--- config.mk ---
export PLATFORM = sky130hd
export DESIGN_NAME = ifw_identify_feature_words
export DESIGN_NICKNAME = d
export VERILOG_FILES = /design/src/hw/ifw_pkg.sv /design/src/hw/ifw_identify_feature_words.sv
export SDC_FILE = /design/constraint.sdc
export NUM_CORES = 1
export LEC_CHECK = 0
export BUFFER_PORTS_ARGS = -buffer_cell sky130_fd_sc_hd__buf_2
export CORE_MARGIN = 2
export CORE_UTILIZATION = 46
export DETAILED_ROUTE_END_ITERATION = 10
export PLACE_DENSITY_LB_ADDON = 0.05
export SYNTH_ARGS = -nofsm -noshare
export SYNTH_HDL_FRONTEND = slang
export SYNTH_SLANG_ARGS = --single-unit
--- constraint.sdc ---
create_clock -name CLK_IN -period 1.3 [get_ports CLK_IN]
set_input_delay 0.065 -clock CLK_IN [delete_from_list [all_inputs] [get_ports CLK_IN]]
set_output_delay 0.065 -clock CLK_IN [all_outputs]
set_load 0.02 [all_outputs]
--- src/hw/ifw_pkg.sv ---
// Purpose: Constants and types shared by the identify feature word generator
// Assumes: Identify words are addressed by their 8-bit word index
// Notes:   All word layouts are 16 bits wide
package ifw_pkg;

  // ***************************************************************
  // Word indices inside the identify parameter block
  // ***************************************************************
  localparam logic [7:0] IFW_IDX_SUPPORTED_1 = 8'h52;
  localparam logic [7:0] IFW_IDX_SUPPORTED_2 = 8'h53;
  localparam logic [7:0] IFW_IDX_SUPPORTED_3 = 8'h54;
  localparam logic [7:0] IFW_IDX_ENABLED_1 = 8'h55;
  localparam logic [7:0] IFW_IDX_ENABLED_2 = 8'h56;
  localparam logic [7:0] IFW_IDX_ENABLED_3 = 8'h57;

  // ***************************************************************
  // Bit positions of live and optional fields
  // ***************************************************************
  localparam int IFW_BIT_SMART = 0;
  localparam int IFW_BIT_SECURITY = 1;
  localparam int IFW_BIT_WCACHE = 5;
  localparam int IFW_BIT_LOOKAHEAD = 6;
  localparam int IFW_BIT_APM = 3;
  localparam int IFW_BIT_GPL = 5;
  localparam int IFW_BIT_FUA = 6;

  // ***************************************************************
  // Fixed bit patterns (ones forced, every other fixed bit zero)
  // ***************************************************************
  // Word one: bits 3, 12, 13, 14 set
  localparam logic [15:0] IFW_FIXED_WORD1 = 16'h7008;
  // Supported word two: bits 2, 10, 12, 13, 14 set, bit 15 clear
  localparam logic [15:0] IFW_FIXED_SUP2 = 16'h7404;
  // Word three: bit 14 set, bit 15 clear
  localparam logic [15:0] IFW_FIXED_WORD3 = 16'h4000;
  // Enabled word two: bits 2, 10, 12, 13, 15 set
  localparam logic [15:0] IFW_FIXED_EN2 = 16'hb404;

  // ***************************************************************
  // Values after reset
  // ***************************************************************
  localparam logic [15:0] IFW_RST_DATA = 16'h0000;
  localparam logic IFW_RST_SECURITY = 1'b0;
  localparam logic IFW_RST_APM = 1'b0;

  // ***************************************************************
  // Feature commands decoded elsewhere and handed to this block
  // ***************************************************************
  typedef enum logic [3:0] {
    IFW_CMD_NONE,
    IFW_CMD_SMART_ON,
    IFW_CMD_SMART_OFF,
    IFW_CMD_PASSWORD_SET,
    IFW_CMD_PASSWORD_CLEAR,
    IFW_CMD_WCACHE_ON,
    IFW_CMD_WCACHE_OFF,
    IFW_CMD_LOOKAHEAD_ON,
    IFW_CMD_LOOKAHEAD_OFF,
    IFW_CMD_APM_ON,
    IFW_CMD_APM_OFF
  } ifw_cmd_t;

  typedef struct packed {
    logic smart_en;
    logic security_en;
    logic wcache_en;
    logic lookahead_en;
    logic apm_en;
    logic [15:0] rd_data;
    logic rd_valid;
    logic cmd_done;
    logic cmd_abort;
  } ifw_state_t;

endpackage

--- src/hw/ifw_identify_feature_words.sv ---
// Purpose: Builds the six identify feature words and holds their live enable state
// Assumes: Command decode and identify transfer sit outside and share CLK_IN
// Notes:   The SMART enable is reloaded from nonvolatile storage at every reset
//
// Overview of operation
// - Supported words two and three drive bit 14 high and bit 15 low.
// - Supported word one always sets bits 3, 12, 13 and 14.
// - Supported word one always clears bits 2, 4, 7, 8, 9, 10.
// - Supported word one bits 0, 1, 5, 6 follow build options.
// - Supported word two always sets bits 2, 10, 12 and 13.
// - Supported word two clears bits 0, 1, 4 to 9 and 11.
// - Supported word two bit 3 follows the power management build option.
// - Supported word three bits 5, 6 show logging and FUA write support.
// - Supported word three clears bits 0-4, 7-10, 13; 11, 12 reserved zero.
// - Enabled word three drives bit 14 high and bit 15 low.
// - Enabled word one bit 0 shows SMART enable, kept across power cycles.
// - Enabled word one bit 1 rises once a security password is set.
// - Enabled word one bits 5, 6 follow write cache and look-ahead enables.
// - Enabled word one fixed bits match the supported word one.
// - Enabled word two bit 3 rises once power management is enabled.
// - Enabled word two sets bits 2, 10, 12, 13 and 15.
// - Enabled word two clears bits 0, 1, 4-6, 8, 9, 11; reserved zero.
// - Enabled word three mirrors bits 5, 6; other low bits zero.
// - The words are returned within the identify parameter block.
`timescale 1ns/1ps

module ifw_identify_feature_words
  import ifw_pkg::*;
#(
  parameter bit SMART_SUPPORTED = 1'b1,
  parameter bit SECURITY_SUPPORTED = 1'b1,
  parameter bit WCACHE_SUPPORTED = 1'b1,
  parameter bit LOOKAHEAD_SUPPORTED = 1'b1,
  parameter bit APM_SUPPORTED = 1'b1,
  parameter bit GPL_SUPPORTED = 1'b1,
  parameter bit FUA_SUPPORTED = 1'b1,
  parameter bit WCACHE_RESET_ON = 1'b1,
  parameter bit LOOKAHEAD_RESET_ON = 1'b1
) (
  input wire logic CLK_IN,            // Controller clock
  input wire logic RESET_N_IN,        // Synchronous reset, active low
  input wire logic IDENT_RD_IN,       // Read strobe from identify transfer
  input wire logic [7:0] IDENT_IDX_IN, // Identify word index
  output logic [15:0] IDENT_DATA_OUT, // Word read back
  output logic IDENT_VALID_OUT,       // Read data valid pulse
  output logic IDENT_HIT_OUT,         // Index addressed this block
  input wire ifw_cmd_t CMD_IN,        // Feature command code
  input wire logic CMD_VALID_IN,      // Feature command strobe
  output logic CMD_DONE_OUT,          // Command accepted pulse
  output logic CMD_ABORT_OUT,         // Command refused pulse
  input wire logic SMART_NV_IN,       // Stored SMART enable
  output logic SMART_NV_OUT           // SMART enable to store
);

  // ***************************************************************
  // Helpers
  // ***************************************************************
  function automatic logic is_feature_word(input logic [7:0] idx);
    is_feature_word = (idx >= IFW_IDX_SUPPORTED_1) && (idx <= IFW_IDX_ENABLED_3);
  endfunction

  // Refused codes: the empty code, unknown codes and switching on a left-out feature
  function automatic logic cmd_refused(input ifw_cmd_t cmd);
    case (cmd)
      IFW_CMD_SMART_ON: begin
        cmd_refused = !SMART_SUPPORTED;
      end
      IFW_CMD_PASSWORD_SET: begin
        cmd_refused = !SECURITY_SUPPORTED;
      end
      IFW_CMD_WCACHE_ON: begin
        cmd_refused = !WCACHE_SUPPORTED;
      end
      IFW_CMD_LOOKAHEAD_ON: begin
        cmd_refused = !LOOKAHEAD_SUPPORTED;
      end
      IFW_CMD_APM_ON: begin
        cmd_refused = !APM_SUPPORTED;
      end
      IFW_CMD_SMART_OFF, IFW_CMD_PASSWORD_CLEAR, IFW_CMD_WCACHE_OFF, IFW_CMD_LOOKAHEAD_OFF, IFW_CMD_APM_OFF: begin
        cmd_refused = 1'b0;
      end
      default: begin
        cmd_refused = 1'b1;
      end
    endcase
  endfunction

  ifw_state_t state_reg;
  ifw_state_t state_next;
  logic [15:0] sup1;
  logic [15:0] sup2;
  logic [15:0] sup3;
  logic [15:0] en1;
  logic [15:0] en2;
  logic [15:0] en3;
  logic [15:0] word_sel;

  // ***************************************************************
  // Word assembly
  // ***************************************************************
  always_comb begin
    sup1 = IFW_FIXED_WORD1;
    sup1[IFW_BIT_SMART] = SMART_SUPPORTED;
    sup1[IFW_BIT_SECURITY] = SECURITY_SUPPORTED;
    sup1[IFW_BIT_WCACHE] = WCACHE_SUPPORTED;
    sup1[IFW_BIT_LOOKAHEAD] = LOOKAHEAD_SUPPORTED;
    sup2 = IFW_FIXED_SUP2;
    sup2[IFW_BIT_APM] = APM_SUPPORTED;
    sup3 = IFW_FIXED_WORD3;
    sup3[IFW_BIT_GPL] = GPL_SUPPORTED;
    sup3[IFW_BIT_FUA] = FUA_SUPPORTED;
    en1 = IFW_FIXED_WORD1;
    en1[IFW_BIT_SMART] = state_reg.smart_en;
    en1[IFW_BIT_SECURITY] = state_reg.security_en;
    en1[IFW_BIT_WCACHE] = state_reg.wcache_en;
    en1[IFW_BIT_LOOKAHEAD] = state_reg.lookahead_en;
    en2 = IFW_FIXED_EN2;
    en2[IFW_BIT_APM] = state_reg.apm_en;
    en3 = IFW_FIXED_WORD3;
    en3[IFW_BIT_GPL] = GPL_SUPPORTED;
    en3[IFW_BIT_FUA] = FUA_SUPPORTED;
  end

  // Words outside this block read as zero so the outer mux can OR them
  always_comb begin
    if (IDENT_IDX_IN == IFW_IDX_SUPPORTED_1) begin
      word_sel = sup1;
    end else if (IDENT_IDX_IN == IFW_IDX_SUPPORTED_2) begin
      word_sel = sup2;
    end else if (IDENT_IDX_IN == IFW_IDX_SUPPORTED_3) begin
      word_sel = sup3;
    end else if (IDENT_IDX_IN == IFW_IDX_ENABLED_1) begin
      word_sel = en1;
    end else if (IDENT_IDX_IN == IFW_IDX_ENABLED_2) begin
      word_sel = en2;
    end else if (IDENT_IDX_IN == IFW_IDX_ENABLED_3) begin
      word_sel = en3;
    end else begin
      word_sel = IFW_RST_DATA;
    end
  end

  // ***************************************************************
  // Next state
  // ***************************************************************
  always_comb begin
    state_next = state_reg;
    state_next.rd_valid = IDENT_RD_IN;
    state_next.cmd_done = 1'b0;
    state_next.cmd_abort = 1'b0;
    if (IDENT_RD_IN) begin
      state_next.rd_data = word_sel;
    end
    // Enables move only on feature commands; switching on an unsupported feature is refused
    if (CMD_VALID_IN) begin
      state_next.cmd_done = 1'b1;
      case (CMD_IN)
        IFW_CMD_SMART_ON: begin
          if (SMART_SUPPORTED) begin
            state_next.smart_en = 1'b1;
          end
        end
        IFW_CMD_SMART_OFF: begin
          state_next.smart_en = 1'b0;
        end
        IFW_CMD_PASSWORD_SET: begin
          if (SECURITY_SUPPORTED) begin
            state_next.security_en = 1'b1;
          end
        end
        IFW_CMD_PASSWORD_CLEAR: begin
          state_next.security_en = 1'b0;
        end
        IFW_CMD_WCACHE_ON: begin
          if (WCACHE_SUPPORTED) begin
            state_next.wcache_en = 1'b1;
          end
        end
        IFW_CMD_WCACHE_OFF: begin
          state_next.wcache_en = 1'b0;
        end
        IFW_CMD_LOOKAHEAD_ON: begin
          if (LOOKAHEAD_SUPPORTED) begin
            state_next.lookahead_en = 1'b1;
          end
        end
        IFW_CMD_LOOKAHEAD_OFF: begin
          state_next.lookahead_en = 1'b0;
        end
        IFW_CMD_APM_ON: begin
          if (APM_SUPPORTED) begin
            state_next.apm_en = 1'b1;
          end
        end
        IFW_CMD_APM_OFF: begin
          state_next.apm_en = 1'b0;
        end
        default: begin
          state_next.cmd_done = 1'b0;
        end
      endcase
      if (cmd_refused(CMD_IN)) begin
        state_next.cmd_done = 1'b0;
        state_next.cmd_abort = 1'b1;
      end
    end
  end

  // ***************************************************************
  // State register
  // ***************************************************************
  // SMART enable is reloaded from the store at reset, so it survives power cycles
  always_ff @(posedge CLK_IN) begin
    if (!RESET_N_IN) begin
      state_reg.smart_en <= SMART_NV_IN & SMART_SUPPORTED;
      state_reg.security_en <= IFW_RST_SECURITY;
      state_reg.wcache_en <= WCACHE_RESET_ON & WCACHE_SUPPORTED;
      state_reg.lookahead_en <= LOOKAHEAD_RESET_ON & LOOKAHEAD_SUPPORTED;
      state_reg.apm_en <= IFW_RST_APM;
      state_reg.rd_data <= IFW_RST_DATA;
      state_reg.rd_valid <= 1'b0;
      state_reg.cmd_done <= 1'b0;
      state_reg.cmd_abort <= 1'b0;
    end else begin
      state_reg <= state_next;
    end
  end

  // ***************************************************************
  // Outputs
  // ***************************************************************
  assign IDENT_DATA_OUT = state_reg.rd_data;
  assign IDENT_VALID_OUT = state_reg.rd_valid;
  assign IDENT_HIT_OUT = is_feature_word(IDENT_IDX_IN);
  assign CMD_DONE_OUT = state_reg.cmd_done;
  assign CMD_ABORT_OUT = state_reg.cmd_abort;
  assign SMART_NV_OUT = state_reg.smart_en;

endmodule

==> results by group <==
Floorplanning
  – Full die area: 2370 sq um
  – CORE AREA: 1920 sq um
  – Die H: 48.7 um
  – Die width: 48.7 um
  – I/O pins: 38
  – Num rows: 16
  – Initial Util: 47.8%

Timing
  – Setup Skew: 0.00177 ns
  – Max Slew Vio Count: 0
  – Tmin final: 0.932 ns
  – RSZ-0062 raised after global routing: no
  – Number of hold violations in the final report: 0
  – Final setup vio count: 0
  – Hold_ws: 0.0421 ns
  – Setup TNS: 0 ns
  – Final worst-path cycle share: 71.7%
  – Fmax: 1070 MHz

Clock tree
  – H-tree lvl count: 1
  – Post-CTS sizing: 0
  – Worst skew pair latency: 0.29 ns
  – Clock Tree Buf Depth: 2
  – Root buffer cell: clkbuf_4
  – TritonCTS Buffers: 3
  – Postcts setup bufs: 0
  – CTS tree: done
  – Hold buffers post-CTS: 0
  – Clock sink count: 17
  – Clock transition at path regs: 0.10 ns

Critical path
  – Max incr delay on CP: 0.37 ns
  – Reg2reg start: en2[3]$_SDFFE_PN0P_
  – WP depth: 4
  – Slowest-stage cell, CP: dfxtp_1
  – Crit path DAT: 1.14 ns
  – CP endpoint: IDENT_DATA_OUT[3]$_SDFFE_PN0P_
  – CP most frequent cell: o21ai_0
  – Reg2reg end: IDENT_DATA_OUT[3]$_SDFFE_PN0P_
  – Worst EP required: 1.51 ns
  – Crit path launch: en2[3]$_SDFFE_PN0P_
  – CP Launch Type: flop
  – Worst Reg-to-Reg Cells: 4
  – Crit-path cells: inv_1 -> o21ai_0 -> a21oi_1 -> o21ai_0
  – Crit. End Element: flop
  – Internal reg-to-reg setup slack: 0.37 ns
  – Crit path max fanout: 3
  – Buf/Inv on CP: 1
  – Worst Setup Path Type: reg2reg
  – CP delay by family, top: compound AO/OA/AOI/OAI gates

Routing
  – Routed via count: 826
  – Post-DR wirelength/cell: 9.90 um
  – Wire length after detailed routing: 1620 um
  – Vias/cell: 5.04
  – Antenna-violating nets left: 0
  – First-pass DRT Iterations: 2
  – Initial DRC Count: 7
  – DRC: 0

Min path
  – Worst Hold Class: in2reg
  – Min-delay src: IDENT_IDX_IN[7]

Logic synthesis
  – Cell taking the most area after synthesis: dfxtp_1
  – Netlist cell types: 37
  – Ys async rst share: 0%
  – Syn_area_per_cell: 8.35 sq um
  – Post-Syn Instances: 110
  – Register bit total from synthesis: 17
  – Ys Warns: 0
  – Post-synth top area share: 34.9%
  – Synth Cell Area: 918 sq um
  – Post-synth top flop: dfxtp_1
  – Post-synth EDFFs: 1
  – Synth top area cells: dfxtp_1 35%, buf_4 5.7%, o21ai_0 5.4%, nand2_1 4.1%, nand3b_1 4.1%
  – Register area share after synthesis: 38.1%

Outcome
  – Status: finished clean

Finish
  – Final Net Count: 155
  – Fillcell total: 204
  – Seq. cell area: 350 sq um
  – Multi-input gate area: 489 sq um
  – # diodes: 0
  – Synth-to-layout area growth: 17.2%
  – Utilization after layout: 56.0%
  – Layout cells sized above 1: 27.7%

Placement
  – Hpwl dp: 1260 um
  – Port bufs: 32
  – Gpl congestion: 0.718

Global routing
  – First-pass GRT wire length: 2650 um
  – Largest net degree at the start of global routing: 21
  – Grt ovf: 0
  – Number of global-route vias before repair: 638
  – GR Util All Layers: 14.0%
  – Initial antenna violation count: 0

Power and ir drop
  – PwrDens: 919 nW/um^2
  – Internal power: 0.000716 W
  – Logic pwr share: 16.3%
  – Leak: 0.476 nW
  – Worst vdd ir: 488 uV
  – Sw power: 0.000273 W
  – Flop pwr share: 55.2%
  – Switching share of power: 27.6%
  – Clock power share: 28.5%

Job
  – Maxcap violations: 0
[logic make-up after synthesis]
group | Yosys count | synth area share, %
AND/OR/NAND/NOR | 45 | 30.0
AO/OA/AOI/OAI | 27 | 18.3
flip-flops | 17 | 38.1
buffers and inverters | 17 | 10.2
XOR/XNOR | 2 | 1.91
multiplexers | 1 | 1.09
other | 1 | 0.408
[cells in the final DEF, fill, tap and decap left out, types with 2 or more instances in the layout]
| master | netlist | final |
|---|---|---|
| a21boi_0 | 2 | 2 |
| a21boi_1 | 2 | 2 |
| a21oi_1 | 5 | 5 |
| buf_2 | 1 | 32 |
| clkbuf_4 | 0 | 3 |
| conb_1 | 1 | 5 |
| dfxtp_1 | 16 | 16 |
| inv_1 | 4 | 4 |
| nand2_1 | 10 | 10 |
| nand2b_1 | 5 | 5 |
| nand3_1 | 6 | 6 |
| nand3b_1 | 5 | 5 |
| nor2_1 | 8 | 8 |
| nor3b_1 | 2 | 2 |
| o21ai_0 | 10 | 10 |
| xor2_1 | 2 | 2 |
[Yosys cell counts (all sizes together), types with 2 or more instances]
| master | number |
|---|---|
| nand2 | 10 |
| nor2 | 8 |
| nand3 | 6 |
| a21boi | 4 |
| nand2b | 5 |
| nor4 | 2 |
| nand3b | 5 |
| buf | 8 |
| clkbuf | 5 |
| a21oi | 5 |
| xor2 | 2 |
| dfxtp | 16 |
| inv | 4 |
| o21ai | 10 |
| nor3b | 2 |
[final cells by class]
| type | instances | share of cell area [%] |
|---|---|---|
| timing repair buffer | 32 | 14.9 |
| multi-input combinational | 80 | 45.5 |
| tap | 27 | 3.14 |
| clock inverter | 1 | 0.465 |
| sequential | 17 | 32.6 |
| inverter | 4 | 1.40 |
| clock buffer | 3 | 2.09 |
[state kept, by name, summed over array words and instances, names as in the netlist]
name	count
SMART_NV_OUT	1
en2	1
CMD_ABORT_OUT	1
CMD_DONE_OUT	1
IDENT_DATA_OUT	9
IDENT_VALID_OUT	1
en1	3
[routing by layer]
metal,vias up,track usage (%),share of wire (%)
li1,429,-,-
met1,370,17.9,45
met2,23,23.5,48
met3,4,2.16,5.3
met4,0,5.71,1.5
met5,-,0,0
[stage by stage]
stage	cell area [sq um]	setup slack, ns	cells	total power [W]
CTS	1080	0.348	164	0.000997
detailed placement	1050	0.218	160	0.000720
global route	1080	0.303	164	0.00104
global placement	1050	0.242	160	0.000719
floorplan	933	0.380	114	0.000677
finish	1080	0.368	164	0.000989
[power by group through the flow]
stage               sequential [W]  clock, W  combinational, W
floorplan                 0.000569         0          0.000107
global placement          0.000558         0          0.000161
detailed placement        0.000559         0          0.000162
CTS                       0.000546  0.000288          0.000162
global route              0.000549  0.000315          0.000180
finish                    0.000546  0.000281          0.000161
[worst min path at each step]
stage                                                end  slack, ns  cells after the start
after global placement    IDENT_DATA_OUT[0]$_SDFFE_PN0P_       0.35                      2
after global routing      IDENT_DATA_OUT[0]$_SDFFE_PN0P_       0.05                      2
final                     IDENT_DATA_OUT[0]$_SDFFE_PN0P_       0.04                      2
after CTS                 IDENT_DATA_OUT[0]$_SDFFE_PN0P_       0.04                      2
after floorplan           IDENT_DATA_OUT[0]$_SDFFE_PN0P_       0.17                      1
after detailed placement  IDENT_DATA_OUT[0]$_SDFFE_PN0P_       0.35                      2
Note: power is estimated with default switching activity, not from simulation.
